==> src/pkg/upc_pkg.sv <==
// Package of constants and types for the USB PHY control register slice
package upc_pkg;

	// Bus geometry
	localparam int unsigned ADR_W   = 8;
	localparam int unsigned DAT_W   = 32;
	localparam int unsigned SEL_W   = 4;

	// Register byte offsets
	localparam logic [7:0] POWER_OFS = 8'h3c;
	localparam logic [7:0] CTRL_OFS  = 8'h40;
	localparam logic [7:0] STAT_OFS  = 8'h44;
	localparam logic [7:0] MASK_OFS  = 8'h48;
	localparam logic [7:0] LINE_OFS  = 8'h4c;

	// Power signalling fields
	localparam int unsigned PWR_VALID_BIT = 8;
	localparam int unsigned PWR_DATA_LSB  = 0;
	localparam int unsigned PWR_DATA_W    = 8;

	// PHY control fields
	localparam int unsigned CTRL_PD_BIT   = 18;
	localparam int unsigned CTRL_SE0_BIT  = 13;
	localparam int unsigned CTRL_K_BIT    = 12;
	localparam int unsigned CTRL_FILT_LSB = 8;
	localparam int unsigned FILT_W        = 4;
	localparam int unsigned CTRL_HW_BIT   = 7;
	localparam int unsigned CTRL_CONF_LSB = 4;
	localparam int unsigned CONF_W        = 3;

	// Event status and mask fields
	localparam int unsigned EV_SE0_BIT  = 0;
	localparam int unsigned EV_K_BIT    = 1;
	localparam int unsigned EV_LINE_BIT = 2;
	localparam int unsigned EV_W        = 3;

	// Line state and filter counter
	localparam int unsigned LS_W   = 2;
	localparam int unsigned FCNT_W = 16;

	// Power signalling register
	typedef struct packed {
		logic                  valid;
		logic [PWR_DATA_W-1:0] data;
	} upc_power_t;

	// PHY control register
	typedef struct packed {
		logic              pd_dis;
		logic              se0_res;
		logic              k_res;
		logic [FILT_W-1:0] filt_log2;
		logic              hw_res;
		logic [CONF_W-1:0] conf;
	} upc_ctrl_t;

	// Reset values
	localparam upc_power_t      POWER_RST = '{valid: 1'b0, data: 8'h00};
	localparam upc_ctrl_t       CTRL_RST  = '{pd_dis: 1'b0, se0_res: 1'b0, k_res: 1'b0,
		filt_log2: 4'h0, hw_res: 1'b0, conf: 3'h0};
	localparam logic [EV_W-1:0] STAT_RST  = 3'h0;
	localparam logic [EV_W-1:0] MASK_RST  = 3'h0;
	localparam logic [LS_W-1:0] LS_RST    = 2'h0;

endpackage : upc_pkg

==> src/verilog/upc_regs.sv <==
// USB PHY control and power signalling registers behind a Wishbone slave
//
// Implementation choice: register access over Wishbone.
`timescale 1ns/1ps

module upc_regs (
	// Clock and reset
	input  wire logic                       clk_i,
	input  wire logic                       rst_i,
	// Wishbone slave
	input  wire logic                       wb_cyc_i,
	input  wire logic                       wb_stb_i,
	input  wire logic                       wb_we_i,
	input  wire logic [upc_pkg::ADR_W-1:0]  wb_adr_i,
	input  wire logic [upc_pkg::SEL_W-1:0]  wb_sel_i,
	input  wire logic [upc_pkg::DAT_W-1:0]  wb_dat_i,
	output logic      [upc_pkg::DAT_W-1:0]  wb_dat_o,
	output logic                            wb_ack_o,
	// PHY and suspend controller
	input  wire logic [upc_pkg::LS_W-1:0]   linestate_i,
	input  wire logic                       resume_se0_i,
	input  wire logic                       resume_k_i,
	output logic      [upc_pkg::LS_W-1:0]   linestate_filt_o,
	output logic                            hw_resume_en_o,
	output logic      [upc_pkg::CONF_W-1:0] phy_config_pins_o,
	output logic                            pulldown_disable_o,
	// Power signalling
	output logic                            power_valid_o,
	output logic      [upc_pkg::PWR_DATA_W-1:0] power_data_o,
	// Interrupt
	output logic                            irq_o
);

	// Bus state
	logic                      ack_ff;
	logic                      nxt_ack;
	logic [upc_pkg::DAT_W-1:0] rdat_ff;
	logic [upc_pkg::DAT_W-1:0] nxt_rdat;
	logic                      req;
	logic                      wr_go;
	logic                      rd_go;
	logic [upc_pkg::DAT_W-1:0] wmask;
	logic [upc_pkg::DAT_W-1:0] wval;
	logic                      hit_power;
	logic                      hit_ctrl;
	logic                      hit_stat;
	logic                      hit_mask;
	logic                      hit_line;

	// Register state
	upc_pkg::upc_power_t        power_ff;
	upc_pkg::upc_power_t        nxt_power;
	upc_pkg::upc_ctrl_t         ctrl_ff;
	upc_pkg::upc_ctrl_t         nxt_ctrl;
	logic [upc_pkg::EV_W-1:0]   stat_ff;
	logic [upc_pkg::EV_W-1:0]   nxt_stat;
	logic [upc_pkg::EV_W-1:0]   mask_ff;
	logic [upc_pkg::EV_W-1:0]   nxt_mask;
	logic                       irq_ff;
	logic                       nxt_irq;
	logic [upc_pkg::LS_W-1:0]   ls_prev_ff;
	logic [upc_pkg::LS_W-1:0]   ls_filt;
	logic [upc_pkg::EV_W-1:0]   events;
	logic [upc_pkg::DAT_W-1:0]  power_word;
	logic [upc_pkg::DAT_W-1:0]  ctrl_word;

	// Linestate filter
	upc_filter u_filter (
		.clk_i     (clk_i),
		.rst_i     (rst_i),
		.ls_raw_i  (linestate_i),
		.log2_i    (ctrl_ff.filt_log2),
		.ls_filt_o (ls_filt)
	);

	// Address decode on word boundaries
	assign req       = wb_cyc_i & wb_stb_i;
	assign hit_power = (wb_adr_i[7:2] == upc_pkg::POWER_OFS[7:2]);
	assign hit_ctrl  = (wb_adr_i[7:2] == upc_pkg::CTRL_OFS[7:2]);
	assign hit_stat  = (wb_adr_i[7:2] == upc_pkg::STAT_OFS[7:2]);
	assign hit_mask  = (wb_adr_i[7:2] == upc_pkg::MASK_OFS[7:2]);
	assign hit_line  = (wb_adr_i[7:2] == upc_pkg::LINE_OFS[7:2]);

	// Writes and read side effects happen on the edge the master sees ack
	assign wr_go = req & wb_we_i & ack_ff;
	assign rd_go = req & ~wb_we_i & ack_ff;

	assign wmask = {{8{wb_sel_i[3]}}, {8{wb_sel_i[2]}}, {8{wb_sel_i[1]}}, {8{wb_sel_i[0]}}};

	// Read images; unlisted bits stay zero
	always_comb begin
		power_word = '0;
		power_word[upc_pkg::PWR_VALID_BIT] = power_ff.valid;
		power_word[upc_pkg::PWR_DATA_LSB +: upc_pkg::PWR_DATA_W] = power_ff.data;
		ctrl_word = '0;
		ctrl_word[upc_pkg::CTRL_PD_BIT]  = ctrl_ff.pd_dis;
		ctrl_word[upc_pkg::CTRL_SE0_BIT] = ctrl_ff.se0_res;
		ctrl_word[upc_pkg::CTRL_K_BIT]   = ctrl_ff.k_res;
		ctrl_word[upc_pkg::CTRL_FILT_LSB +: upc_pkg::FILT_W] = ctrl_ff.filt_log2;
		ctrl_word[upc_pkg::CTRL_HW_BIT]  = ctrl_ff.hw_res;
		ctrl_word[upc_pkg::CTRL_CONF_LSB +: upc_pkg::CONF_W] = ctrl_ff.conf;
	end

	// Merged write data honours byte lanes
	always_comb begin
		wval = (wb_dat_i & wmask) | ({upc_pkg::DAT_W{1'b0}});
	end

	// Bus answer: one wait state, unmapped reads return zero
	always_comb begin
		nxt_ack  = req & ~ack_ff;
		nxt_rdat = rdat_ff;
		if (req & ~ack_ff) begin
			nxt_rdat = '0;
			if (!wb_we_i) begin
				if (hit_power) begin
					nxt_rdat = power_word;
				end else if (hit_ctrl) begin
					nxt_rdat = ctrl_word;
				end else if (hit_stat) begin
					nxt_rdat[upc_pkg::EV_W-1:0] = stat_ff;
				end else if (hit_mask) begin
					nxt_rdat[upc_pkg::EV_W-1:0] = mask_ff;
				end else if (hit_line) begin
					nxt_rdat[upc_pkg::LS_W-1:0] = ls_filt;
				end
			end
		end
	end

	always_ff @(posedge clk_i) begin
		if (rst_i) begin
			ack_ff  <= 1'b0;
			rdat_ff <= '0;
		end else begin
			ack_ff  <= nxt_ack;
			rdat_ff <= nxt_rdat;
		end
	end

	// Power signalling register
	always_comb begin
		nxt_power = power_ff;
		if (wr_go && hit_power) begin
			if (wb_sel_i[1]) begin
				nxt_power.valid = wb_dat_i[upc_pkg::PWR_VALID_BIT];
			end
			if (wb_sel_i[0]) begin
				nxt_power.data = wb_dat_i[upc_pkg::PWR_DATA_LSB +: upc_pkg::PWR_DATA_W];
			end
		end
	end

	always_ff @(posedge clk_i) begin
		if (rst_i) begin
			power_ff <= upc_pkg::POWER_RST;
		end else begin
			power_ff <= nxt_power;
		end
	end

	// PHY control register; a resume event wins over a clearing write
	always_comb begin
		nxt_ctrl = ctrl_ff;
		if (wr_go && hit_ctrl) begin
			if (wb_sel_i[2]) begin
				nxt_ctrl.pd_dis = wval[upc_pkg::CTRL_PD_BIT];
			end
			if (wb_sel_i[1]) begin
				// Writing one keeps a flag; only hardware can set it
				nxt_ctrl.se0_res   = ctrl_ff.se0_res & wval[upc_pkg::CTRL_SE0_BIT];
				nxt_ctrl.k_res     = ctrl_ff.k_res & wval[upc_pkg::CTRL_K_BIT];
				nxt_ctrl.filt_log2 = wval[upc_pkg::CTRL_FILT_LSB +: upc_pkg::FILT_W];
			end
			if (wb_sel_i[0]) begin
				nxt_ctrl.hw_res = wval[upc_pkg::CTRL_HW_BIT];
				nxt_ctrl.conf   = wval[upc_pkg::CTRL_CONF_LSB +: upc_pkg::CONF_W];
			end
		end
		if (resume_se0_i) begin
			nxt_ctrl.se0_res = 1'b1;
		end
		if (resume_k_i) begin
			nxt_ctrl.k_res = 1'b1;
		end
	end

	always_ff @(posedge clk_i) begin
		if (rst_i) begin
			ctrl_ff <= upc_pkg::CTRL_RST;
		end else begin
			ctrl_ff <= nxt_ctrl;
		end
	end

	// Events: resumes and any filtered linestate change
	always_comb begin
		events = '0;
		events[upc_pkg::EV_SE0_BIT]  = resume_se0_i;
		events[upc_pkg::EV_K_BIT]    = resume_k_i;
		events[upc_pkg::EV_LINE_BIT] = (ls_filt != ls_prev_ff);
	end

	// Status clears on read, but only the bits the read returned
	always_comb begin
		nxt_stat = stat_ff;
		nxt_mask = mask_ff;
		if (rd_go && hit_stat) begin
			nxt_stat = stat_ff & ~rdat_ff[upc_pkg::EV_W-1:0];
		end
		nxt_stat = nxt_stat | events;
		if (wr_go && hit_mask && wb_sel_i[0]) begin
			nxt_mask = wb_dat_i[upc_pkg::EV_W-1:0];
		end
		nxt_irq = |(nxt_stat & nxt_mask);
	end

	always_ff @(posedge clk_i) begin
		if (rst_i) begin
			stat_ff    <= upc_pkg::STAT_RST;
			mask_ff    <= upc_pkg::MASK_RST;
			irq_ff     <= 1'b0;
			ls_prev_ff <= upc_pkg::LS_RST;
		end else begin
			stat_ff    <= nxt_stat;
			mask_ff    <= nxt_mask;
			irq_ff     <= nxt_irq;
			ls_prev_ff <= ls_filt;
		end
	end

	// Outputs straight from flops
	assign wb_ack_o           = ack_ff;
	assign wb_dat_o           = rdat_ff;
	assign pulldown_disable_o = ctrl_ff.pd_dis;
	assign hw_resume_en_o     = ctrl_ff.hw_res;
	assign phy_config_pins_o  = ctrl_ff.conf;
	assign linestate_filt_o   = ls_filt;
	assign power_valid_o      = power_ff.valid;
	assign power_data_o       = power_ff.data;
	assign irq_o              = irq_ff;

	a_pulldown_write : assert property (@(posedge clk_i) disable iff (rst_i)
		(wr_go && hit_ctrl && wb_sel_i[2]) |=> (pulldown_disable_o == $past(wb_dat_i[upc_pkg::CTRL_PD_BIT])))
		else $error("Pulldown disable did not follow the written bit");

	a_se0_flag_set : assert property (@(posedge clk_i) disable iff (rst_i)
		resume_se0_i |=> ctrl_ff.se0_res ##1 (ctrl_ff.se0_res || $past(wr_go && hit_ctrl)))
		else $error("Reset-resume flag not set after SE0 resume");

	a_k_flag_set : assert property (@(posedge clk_i) disable iff (rst_i)
		resume_k_i |=> ctrl_ff.k_res)
		else $error("Resume flag not set after K resume");

	a_flags_hold : assert property (@(posedge clk_i) disable iff (rst_i)
		(ctrl_ff.se0_res && !(wr_go && hit_ctrl)) |=> ctrl_ff.se0_res)
		else $error("Reset-resume flag dropped without a write");

	a_k_clear : assert property (@(posedge clk_i) disable iff (rst_i)
		(wr_go && hit_ctrl && wb_sel_i[1] && !wb_dat_i[upc_pkg::CTRL_K_BIT] && !resume_k_i) |=> !ctrl_ff.k_res)
		else $error("Resume flag not cleared by writing zero");

	a_se0_clear : assert property (@(posedge clk_i) disable iff (rst_i)
		(wr_go && hit_ctrl && wb_sel_i[1] && !wb_dat_i[upc_pkg::CTRL_SE0_BIT] && !resume_se0_i) |=>
		!ctrl_ff.se0_res)
		else $error("Reset-resume flag not cleared by writing zero");

	a_k_hold : assert property (@(posedge clk_i) disable iff (rst_i)
		(ctrl_ff.k_res && !(wr_go && hit_ctrl)) |=> ctrl_ff.k_res)
		else $error("Resume flag dropped without a write");

	a_hwres_conf : assert property (@(posedge clk_i) disable iff (rst_i)
		(wr_go && hit_ctrl && wb_sel_i[0]) |=>
		(phy_config_pins_o == $past(wb_dat_i[upc_pkg::CTRL_CONF_LSB +: upc_pkg::CONF_W])) &&
		(hw_resume_en_o == $past(wb_dat_i[upc_pkg::CTRL_HW_BIT])))
		else $error("Config pins or resume mode do not match the write");

	a_reserved_zero : assert property (@(posedge clk_i) disable iff (rst_i)
		(wb_ack_o && !wb_we_i && $past(hit_ctrl)) |->
		(wb_dat_o[31:19] == 13'h0000) && (wb_dat_o[17:14] == 4'h0) && (wb_dat_o[3:0] == 4'h0))
		else $error("Reserved control bits read non-zero");

	a_ack_single : assert property (@(posedge clk_i) disable iff (rst_i)
		wb_ack_o |=> !wb_ack_o)
		else $error("Acknowledge held longer than one cycle");

	// Set wins over a clearing read in the same cycle
	a_stat_set : assert property (@(posedge clk_i) disable iff (rst_i)
		(|events) |=> ((stat_ff & $past(events)) == $past(events)))
		else $error("Status bit not set after its event");

	a_stat_sticky : assert property (@(posedge clk_i) disable iff (rst_i)
		!(rd_go && hit_stat) |=> ((stat_ff & $past(stat_ff)) == $past(stat_ff)))
		else $error("Status bit dropped without a status read");

	a_power_write : assert property (@(posedge clk_i) disable iff (rst_i)
		(wr_go && hit_power && wb_sel_i[0]) |=>
		(power_data_o == $past(wb_dat_i[upc_pkg::PWR_DATA_LSB +: upc_pkg::PWR_DATA_W])))
		else $error("Power data did not follow the written byte");

	a_irq_level : assert property (@(posedge clk_i) disable iff (rst_i)
		irq_o == |(stat_ff & mask_ff))
		else $error("Interrupt does not reflect masked status");

endmodule // upc_regs

==> src/verilog/upc_filter.sv <==
// Linestate change filter with a programmable power-of-two hold time
`timescale 1ns/1ps

module upc_filter (
	// Clock and reset
	input  wire logic                       clk_i,
	input  wire logic                       rst_i,
	// Raw line state and filter length
	input  wire logic [upc_pkg::LS_W-1:0]   ls_raw_i,
	input  wire logic [upc_pkg::FILT_W-1:0] log2_i,
	// Filtered line state
	output logic      [upc_pkg::LS_W-1:0]   ls_filt_o
);

	logic [upc_pkg::LS_W-1:0]   cand_ff;
	logic [upc_pkg::LS_W-1:0]   nxt_cand;
	logic [upc_pkg::LS_W-1:0]   filt_ff;
	logic [upc_pkg::LS_W-1:0]   nxt_filt;
	logic [upc_pkg::FCNT_W-1:0] cnt_ff;
	logic [upc_pkg::FCNT_W-1:0] nxt_cnt;
	logic [upc_pkg::FCNT_W-1:0] limit;

	// Widest setting is 2**15, so the count fits 16 bits
	assign limit = 16'h0001 << log2_i;

	always_comb begin
		nxt_cand = cand_ff;
		nxt_filt = filt_ff;
		nxt_cnt  = cnt_ff;
		if (ls_raw_i != cand_ff) begin
			// A glitch restarts the hold time
			nxt_cand = ls_raw_i;
			nxt_cnt  = '0;
		end else if (cand_ff != filt_ff) begin
			if (cnt_ff == limit - 16'h0001) begin
				nxt_filt = cand_ff;
				nxt_cnt  = '0;
			end else begin
				nxt_cnt = cnt_ff + 16'h0001;
			end
		end else begin
			nxt_cnt = '0;
		end
	end

	always_ff @(posedge clk_i) begin
		if (rst_i) begin
			cand_ff <= upc_pkg::LS_RST;
			filt_ff <= upc_pkg::LS_RST;
			cnt_ff  <= '0;
		end else begin
			cand_ff <= nxt_cand;
			filt_ff <= nxt_filt;
			cnt_ff  <= nxt_cnt;
		end
	end

	assign ls_filt_o = filt_ff;

	a_filt_hold_time : assert property (@(posedge clk_i) disable iff (rst_i)
		(filt_ff != $past(filt_ff)) |-> ($past(cnt_ff) == $past(limit) - 16'h0001))
		else $error("Filtered linestate changed before its hold time");

	a_filt_follows : assert property (@(posedge clk_i) disable iff (rst_i)
		(filt_ff != $past(filt_ff)) |-> (filt_ff == $past(cand_ff)))
		else $error("Filtered linestate took a value that was not held");

endmodule // upc_filter

==> config.mk <==
export PLATFORM = sky130hd
export DESIGN_NAME = upc_regs
export DESIGN_NICKNAME = d
export VERILOG_FILES = /design/src/pkg/upc_pkg.sv /design/src/verilog/upc_regs.sv /design/src/verilog/upc_filter.sv
export SDC_FILE = /design/constraint.sdc
export NUM_CORES = 1
export LEC_CHECK = 0
export ABC_CLOCK_PERIOD_IN_PS = 7000
export BUFFER_PORTS_ARGS = -buffer_cell sky130_fd_sc_hd__buf_2
export CAP_MARGIN = 20
export CORE_ASPECT_RATIO = 0.5
export CORE_UTILIZATION = 55
export DETAILED_ROUTE_END_ITERATION = 6
export GPL_TIMING_DRIVEN = 0
export PLACE_DENSITY = 0.85
export SYNTH_ARGS = -nofsm -noshare
export SYNTH_HDL_FRONTEND = slang
export SYNTH_SLANG_ARGS = --single-unit
==> constraint.sdc <==
create_clock -name clk_i -period 7 [get_ports clk_i]
set_input_delay 1.4 -clock clk_i [delete_from_list [all_inputs] [get_ports clk_i]]
set_output_delay 1.4 -clock clk_i [all_outputs]
set_load 0.02 [all_outputs]
# --- After elaboration in Yosys (flattened, before gate mapping) ---
# Index checks and enable logic that the tools add are counted.
totals:
  regBits: 82
  word_cells: 80
  output_inout_bits: 50
  input_bits: 53
classes:
  mux: 15
  eq_ne: 9
  n_shift: 1
  add_sub_neg: 2
  bitwise: 17
  reduce_logical: 19
ops:
  columns: ["operator", "count"]
  rows:
  - ["$mux 19", 2]
  - ["$eq 6x5->1 const B", 4]
  - ["$and 19x19->19", 1]
  - ["$add 16x1->16 const B", 1]
  - ["$eq 16x16->1", 1]
  - ["$mux 16", 1]
  - ["$shl 1x4->16 const A", 1]
  - ["$sub 16x1->16 const B", 1]
  - ["$reduce_and 2->1", 7]
  - ["$mux 3", 4]
  - ["$mux 10", 1]
  - ["$and 1x1->1", 8]
  - ["$reduce_bool 2->1", 4]
  - ["$and 3x3->3", 2]
  - ["$eq 6x4->1 const B", 1]
  - ["$mux 6", 1]
  - ["$ne 2x2->1", 3]
  - ["$logic_and 1x1->1", 5]
  - ["$mux 2", 2]
  - ["$mux 4", 1]
  - ["$not 1->1", 4]
  - ["$reduce_or 4->1", 1]
  - ["$mux 1", 3]
  - ["$not 3->3", 1]
  - ["3 further kinds", 3]

# --- Depth between registers and ports, before layout ---
# Gate-level depths: netlist (run 1).
depth:
  word_depth: 8
  mapped_depth: 12
  mapped_depth_nobuf: 9

# --- Cells and area by module ---
# Synthesis (run 1) repeated with hierarchy kept, for this count alone.
hier_totals:
  cells_unflattened: 387
  hier_area_um2: 3398.3
modules_own_cells:
  columns: ["module", "cells_each", "instances", "area_per_inst_um2", "seq_area_each_um2"]
  rows:
  - ["upc_regs", 216, 1, 2037.0, 900.9]
  - ["upc_filter", 171, 1, 1361.3, 400.4]

# --- Worst setup path after synthesis (run 1) ---
# Ideal clock, no wire load.
synth_timing:
  kind: "input port to flip-flop"
  startpoint: "in wb_adr_i[5] (netlist bit)"
  endpoint: "reg irq_ff (netlist: irq_o)"
  setup_ns: 0.127
  arrival_ns: 3.112
  t_required_ns: 6.873
  path_buffers: 0
  slack_ns: 3.761
  path_stages: 6
  path_cell_list: "or4b_1 nor4_1 nand2_1 a211oi_1 nor3_1 or3_1"
synth_between:
  elab_chain_len: 6
  word_cells_on_any_way: 10
  classes_between: "eq/ne: 2; mux: 2; bitwise: 2; reduce/logical: 4"
synth_lines:
  columns: ["element", "line_no", "source"]
  rows:
  - ["from (decl)", "upc_regs.sv:14", "input wire logic [upc_pkg::ADR_W-1:0] wb_adr_i,"]
  - ["$eq 6x5->1, on equally long branches", "upc_regs.sv:80, upc_regs.sv:81", null]
  - ["$logic_and 1x1->1, on equally long branches", "upc_regs.sv:208, upc_regs.sv:212", null]
  - ["$mux 3 / $logic_and 1x1->1 (equally long branches)", "upc_regs.sv:208, upc_regs.sv:212", null]
  - ["$or 3x3->3 / $mux 3 (equally long branches)", "upc_regs.sv:211, upc_regs.sv:212", null]
  - ["$and 3x3->3 (*)", "upc_regs.sv:215", "nxt_irq = |(nxt_stat & nxt_mask);"]
  - ["$reduce_or 3->1 (*)", "upc_regs.sv:215", null]
  - ["to (signal assigned)", "upc_regs.sv:227", "irq_ff <= nxt_irq;"]
  - ["to (decl)", "upc_regs.sv:59", "logic irq_ff;"]
# Every way passes the cells marked *; elsewhere a longest branch is shown, timed or not.
# A chain may end at the register's enable or synchronous reset.

# --- Worst setup path in the final report (run 1) ---
# Ends and elaborated chain as after synthesis.

==> flow_summary_export.csv, run 1 <==
group,metric,value,unit
logic_synthesis,ys_seq_area_share,39.8,%
clock_tree,clockBufferDepth,2,
timing,final-max-slew-violation-count,0,
timing,timing.final.crit_share,47.5,%
die,rows,19,
route,drcViolationCount,20,
setup_path,critPathRequiredTime,7.21,ns
clock_tree,path_clk_slew,0.06,ns
timing,hold_viol,0,
setup_path,cp-startpoint,"wb_adr_i[5]",
timing,setup_tns,0,ns
power,irDropWorstVdd,0.143,mV
finish,fill_cells,447,
logic_synthesis,yosys_most_used_dff,"dfxtp_1",
timing,max_freq,301,MHz
clock_tree,htree_levels,3,
logic_synthesis,synth-edff-count,0,
setup_path,rr_startpoint,"ctrl_ff[5]$_SDFFE_PP0P_",
route,final_antenna_net_count,0,
die,io_pins,103,
clock_tree,cts-buffers-inserted,9,
setup_path,max_stage_delay,0.59,ns
timing,slew_headroom,29.7,%
global_routing,antenna_found_initial,0,
clock_tree,clock_latency,0.33,ns
setup_path,startpoint_type,"primary input",
global_routing,grt_usage,26.0,%
setup_path,critPathTopFamily,"simple AND/OR/NAND/NOR gates",
timing,fin_crit,3.32,ns
global_routing,grt_max_degree,13,
logic_synthesis,ys_types,61,
logic_synthesis,async_reset_ff_share,0,%
setup_path,crit_chain,"buf_2 > or4b_1 > nor4_1 > nand2_1 > a211oi_1 > nor3_1 > or3_1",
timing,worst_pin_slew,1.05,ns
timing,layout_setup_ws,3.68,ns
die,die_w,111,um
finish,fin_nets,518,
logic_synthesis,ys_seq_elements,65,
die,core,5610,um^2
logic_synthesis,avgSynthCellArea,8.82,um^2
clock_tree,hold_buffers,0,
logic_synthesis,postSynthCellCount,371,
die,chipHeight,56.5,um
global_routing,overflow,0,
timing,rsz0062_at_grt,"false",
finish,diodes,0,
status,violations,"DRC",
finish,final_cells,541,
route,drtPass1Iterations,7,
route,routed_via_density,5.61,
clock_tree,cts_tree,"done",
setup_path,end_kind,"flop",
power,total_power,0.885,mW
route,wl,7.98,mm
placement,detailedPlace.worstSlack,3.42,ns
finish,multiInputGateArea,1750,um^2
global_routing,grt_pass1_vias,2676,
power,power_density,218,nW/um^2
timing,setup_viol,0,
die,die-area,6280,um^2
route,dr.first_iter.drc_count,321,
setup_path,path_buf_inv,1,
setup_path,arrival,3.54,ns
placement,io_buffers,65,
clock_tree,cts_num_sinks,65,
timing,skew,0.00588,ns
placement,dp_cells,525,
clock_tree,cts_resized,0,
finish,area_growth,24.2,%
setup_path,worstSetupPathType,"primary input to flop",
logic_synthesis,yosys_warnings,0,
setup_path,worstPathMaxFanout,4,
setup_path,slowest_stage,"or4b_1",
clock_tree,cts_setup_buffers,0,
route,route.vias.total,3035,
hold_path,hp-class,"flop to flop",
finish,drive_gt1_share,26.7,%
status,status,"finished with violations",
finish,utilization,72.4,%
global_routing,grt_pass1_wl,12.7,mm
finish,ff_latch_area,1300,um^2
hold_path,hp-start,"stat_ff[1]$_SDFF_PP0_",
clock_tree,root_buffer,"clkbuf_16",
placement,gp_congestion,0.892,
power,p_leak,1.90,nW
logic_synthesis,synth.cell_area,3270,um^2
route,wl_per_cell,14.8,um
die,initial_utilization,58.3,%
job,drv_cap,0,
placement,hpwl,5.60,mm
logic make-up after synthesis:
| kind of cell | Yosys count | synth area share, % |
|---|---|---|
| mux | 25 | 8.03 |
| xor+xnor | 25 | 6.69 |
| other cells | 1 | 0.115 |
| buf+inv | 50 | 8.49 |
| simple gates | 143 | 22.8 |
| flops | 65 | 39.8 |
| fa+ha+maj | 2 | 0.765 |
| compound gates | 60 | 13.3 |
cell usage in the layout (no fill, tap or decap), types with 4 or more instances in the layout:
master | netlist | routed
buf_2 | 9 | 74
nor2_1 | 65 | 65
dfxtp_1 | 65 | 65
buf_4 | 21 | 21
mux2i_1 | 21 | 21
conb_1 | 1 | 17
nand3_1 | 14 | 14
xnor2_1 | 13 | 13
xor2_1 | 12 | 12
inv_1 | 10 | 10
clkbuf_1 | 10 | 10
a21oi_1 | 10 | 10
o21ai_0 | 10 | 10
a22oi_1 | 10 | 10
nor3_1 | 9 | 9
nor2b_1 | 9 | 9
nand2_1 | 9 | 9
clkbuf_16 | 0 | 9
nand4_1 | 6 | 6
a222oi_1 | 6 | 6
and3_1 | 5 | 5
a211oi_1 | 4 | 4
a221oi_1 | 4 | 4
layer usage:
layer,global-route usage (%),vias to the layer above,routed length (um)
met4,10.4,0,169
met1,31.6,1406,3440
li1,-,1473,-
met5,0,-,0
met3,7.34,20,619
met2,44.1,136,3750
state kept, by name, summed over array words and instances, names as in the netlist:
register,cells
phy_config_pins_o,3
wb_dat_o,15
ctrl_ff,6
u_filter.cand_ff,2
irq_o,1
power_valid_o,1
u_filter.ls_filt_o,2
pulldown_disable_o,1
hw_resume_en_o,1
wb_ack_o,1
ls_prev_ff,2
mask_ff,3
u_filter.cnt_ff,16
stat_ff,3
power_data_o,8
Yosys cell counts, types with 2 or more instances:
cell / n / area (um^2)
a211o_1: 2 / 17.5
a211oi_1: 4 / 30.0
a21oi_1: 10 / 50.1
a221oi_1: 4 / 35.0
a222oi_1: 6 / 60.1
a22oi_1: 10 / 75.1
and3_1: 5 / 31.3
and4_1: 2 / 17.5
buf_2: 9 / 45.0
buf_4: 21 / 158
clkbuf_1: 10 / 37.5
dfxtp_1: 65 / 1300
ha_1: 2 / 25.0
inv_1: 10 / 37.5
mux2_2: 2 / 22.5
mux2_4: 2 / 30.0
mux2i_1: 21 / 210
nand2_1: 9 / 33.8
nand3_1: 14 / 70.1
nand4_1: 6 / 37.5
nor2_1: 65 / 244
nor2b_1: 9 / 56.3
nor3_1: 9 / 45.0
nor4b_1: 2 / 17.5
o21ai_0: 10 / 50.1
o21ai_1: 2 / 10.0
or3_1: 2 / 12.5
or3b_2: 2 / 17.5
xnor2_1: 13 / 114
xor2_1: 12 / 105
power breakdown:
part           total (mW)  leakage [nW]  internal [mW]  switching (mW)
registers           0.377         0.525          0.374         0.00284
logic              0.0500          1.23         0.0206          0.0293
clock network       0.458         0.148          0.296           0.162
total               0.885          1.90          0.691           0.194
final timing paths:
check | end | slack (ns) | cells past startpoint
max | irq_o$_SDFF_PP0_ | 3.68 | 7
min | stat_ff[1]$_SDFF_PP0_ | 0.52 | 2
max reg2reg | u_filter.cnt_ff[3]$_SDFF_PP0_ | 3.88 | 12
min reg2reg | stat_ff[1]$_SDFF_PP0_ | 0.52 | 2
per-stage QoR:
stage,area [um^2],hold slack (ns)
final,4060,0.516
after global routing,4060,0.548
after CTS,4060,0.518
after detailed placement,3750,0.475
after global placement,3750,0.467
after floorplan,3330,0.453
final cells by class:
type / count / area share, %
sequential: 65 / 32.0
timing repair buffer: 65 / 8.00
clock buffer: 11 / 6.22
clock inverter: 5 / 1.54
buffer: 40 / 5.91
multi-input combinational: 272 / 43.1
tap: 73 / 2.25
inverter: 10 / 0.924
worst min-delay path: stages, from the launching register on:
cell and delay, ns:
dfxtp_1 0.33, a21oi_1 0.08, nor2_1 0.07
Power figures use the tool's default switching activity.
==> inputs of run 2 (changes only) <==
--- a/config.mk
+++ b/config.mk
@@ -5,14 +5,14 @@
 export SDC_FILE = /design/constraint.sdc
 export NUM_CORES = 1
 export LEC_CHECK = 0
-export ABC_CLOCK_PERIOD_IN_PS = 7000
+export ABC_CLOCK_PERIOD_IN_PS = 3400
 export BUFFER_PORTS_ARGS = -buffer_cell sky130_fd_sc_hd__buf_2
 export CAP_MARGIN = 20
 export CORE_ASPECT_RATIO = 0.5
-export CORE_UTILIZATION = 55
+export CORE_UTILIZATION = 51
 export DETAILED_ROUTE_END_ITERATION = 6
 export GPL_TIMING_DRIVEN = 0
-export PLACE_DENSITY = 0.85
+export PLACE_DENSITY = 0.8
 export SYNTH_ARGS = -nofsm -noshare
 export SYNTH_HDL_FRONTEND = slang
 export SYNTH_SLANG_ARGS = --single-unit
==> constraint.sdc (replaced) <==
create_clock -name clk_i -period 3.4 [get_ports clk_i]
set_input_delay 0.68 -clock clk_i [delete_from_list [all_inputs] [get_ports clk_i]]
set_output_delay 0.68 -clock clk_i [all_outputs]
set_load 0.02 [all_outputs]
==> run 2 against run 1 <==
  * The run now ends clean
  * Clock skew up 0.0026 ns
  * Final cell count up 3.0%
  * Largest power group unchanged
  * Sequential share of layout area down 0.37 points
  * Critical path depth up 4
  * Non-clock buffer count up 1
  * Highest routed layer unchanged
  * Register-to-register slack worse by 3.7 ns
  * Worst setup slack worse by 3.5 ns
  * Global-route usage down 2.0 points
  * Combinational power up 110%
  * Sequential cell count unchanged
==> flow_summary_export.csv, run 2 (synthesis results as in run 1) <==
group,metric,value,unit
die,rows,20,
clock_tree,cts_tree,"done",
setup_path,worstSetupPathType,"flop to flop",
timing,timing.final.crit_share,94.4,%
clock_tree,path_clk_slew,0.05,ns
finish,largest_register,"u_filter.cnt_ff",
placement,placed_cell_area,3770,um^2
global_routing,grt_pass1_vias,2577,
finish,fill_cells,490,
clock_tree,cts_num_sinks,65,
placement,hpwl,5.55,mm
route,drtPass1Iterations,5,
status,status,"complete, no violations",
placement,gp_congestion,0.912,
timing,setup_tns,0,ns
global_routing,overflow,0,
clock_tree,cts_resized,0,
timing,max_freq,312,MHz
die,die-area,6760,um^2
route,dr.first_iter.drc_count,265,
timing,final-max-slew-violation-count,0,
route,wl,7.90,mm
clock_tree,cts-buffers-inserted,9,
finish,diodes,0,
finish,stdcell_area,4110,um^2
clock_tree,cts_setup_buffers,0,
power,total_power,1.89,mW
finish,final_cell_mix,"buf_2, nor2_1, dfxtp_1, buf_4, mux2i_1",
timing,layout_setup_ws,0.190,ns
clock_tree,hold_buffers,0,
global_routing,grt_max_degree,13,
timing,rsz0062_at_grt,"false",
timing,fin_crit,3.21,ns
job,drv_cap,0,
timing,slew_headroom,54.1,%
die,io_pins,103,
timing,skew,0.00846,ns
finish,largest_reg_flops,16,
power,power_density,458,nW/um^2
hold_path,hp-class,"flop to flop",
setup_path,worstPathMaxFanout,10,
setup_path,end_kind,"flop",
global_routing,grt_pass1_wl,12.2,mm
timing,hold_viol,0,
die,chipHeight,58.6,um
route,routed_via_density,5.40,
clock_tree,htree_levels,3,
route,drcViolationCount,0,
route,final_antenna_net_count,0,
die,die_w,115,um
power,p_leak,1.92,nW
setup_path,critPathRequiredTime,3.62,ns
clock_tree,root_buffer,"clkbuf_16",
timing,worst_pin_slew,0.686,ns
clock_tree,clockBufferDepth,2,
power,irDropWorstVdd,0.357,mV
timing,setup_viol,0,
finish,fin_nets,519,
route,route.vias.total,3010,
route,wl_per_cell,14.2,um
die,core,6130,um^2
setup_path,arrival,3.43,ns
global_routing,grt_usage,24.0,%
setup_path,startpoint_type,"flop",
global_routing,antenna_found_initial,0,
finish,final_common_cell,"buf_2",
clock_tree,clock_latency,0.33,ns
finish,drive_gt1_share,26.9,%
placement,detailedPlace.worstSlack,0.264,ns
die,initial_utilization,53.4,%
placement,io_buffers,65,
finish,area_growth,25.7,%
==> run 2: cell types whose count changed in the layout (fill, tap and decap cells not counted), sizes merged <==
cell	delta
clkinvlp	-1
bufinv	+1
clkinv	+1
==> run 2: final timing paths <==
kind / from / to / slack (ns) / cells after the start
worst min-delay path: ctrl_ff[9]$_SDFFE_PP0P_ / ctrl_ff[9]$_SDFFE_PP0P_ / 0.47 / 2
worst min register to register: ctrl_ff[9]$_SDFFE_PP0P_ / ctrl_ff[9]$_SDFFE_PP0P_ / 0.47 / 2
worst max register to register: ctrl_ff[5]$_SDFFE_PP0P_ / u_filter.ls_filt_o[1]$_SDFFE_PP0P_ / 0.19 / 11
worst max-delay path: ctrl_ff[5]$_SDFFE_PP0P_ / u_filter.ls_filt_o[1]$_SDFFE_PP0P_ / 0.19 / 11
==> run 2: metal layers <==
metal | part of all wire [%] | vias to the layer above | global-route usage, % | wire [um]
met2 | 46 | 134 | 39.0 | 3600
met1 | 46 | 1403 | 30.5 | 3620
met4 | 0.72 | 0 | 10.2 | 57
met3 | 8.0 | 7 | 6.59 | 630
met5 | 0 | - | 0 | 0
li1 | - | 1466 | - | -
==> run 2: cell type report <==
| type | instances | area, um^2 | share of cell area [%] |
|---|---|---|---|
| multi-input cells | 272 | 1760 | 42.9 |
| flip-flops and latches | 65 | 1300 | 31.6 |
| clock inverters | 6 | 90.1 | 2.19 |
| clock buffers | 10 | 239 | 5.81 |
| plain buffers | 40 | 240 | 5.84 |
| inverters | 10 | 37.5 | 0.913 |
| repair buffers | 66 | 330 | 8.03 |
| well taps | 88 | 110 | 2.68 |
==> run 2: power by group <==
group          internal [mW]  switching (mW)  total (mW)
registers              0.769         0.00537       0.775
clock network          0.664           0.344        1.01
logic                 0.0426          0.0603       0.103
==> run 2: worst max-delay path: stages (launching register included) <==
cell	delay (ns)
dfxtp_1	0.37
buf_2	0.22
buf_2	0.25
nand4b_1	0.14
ha_1	0.21
buf_2	0.23
o21ai_0	0.12
a211oi_1	0.40
o21a_1	0.17
o21ai_1	0.12
or4b_4	0.55
mux2_4	0.31
==> run 2: per-stage QoR <==
step | utilization, % | hold WS [ns] | std cells
floorplan | - | 0.453 | 387
global placement | 61.4 | 0.468 | 540
detailed placement | 61.4 | 0.470 | 540
CTS | 66.8 | 0.478 | 556
global route | 67.1 | 0.505 | 557
finish | 67.1 | 0.475 | 557
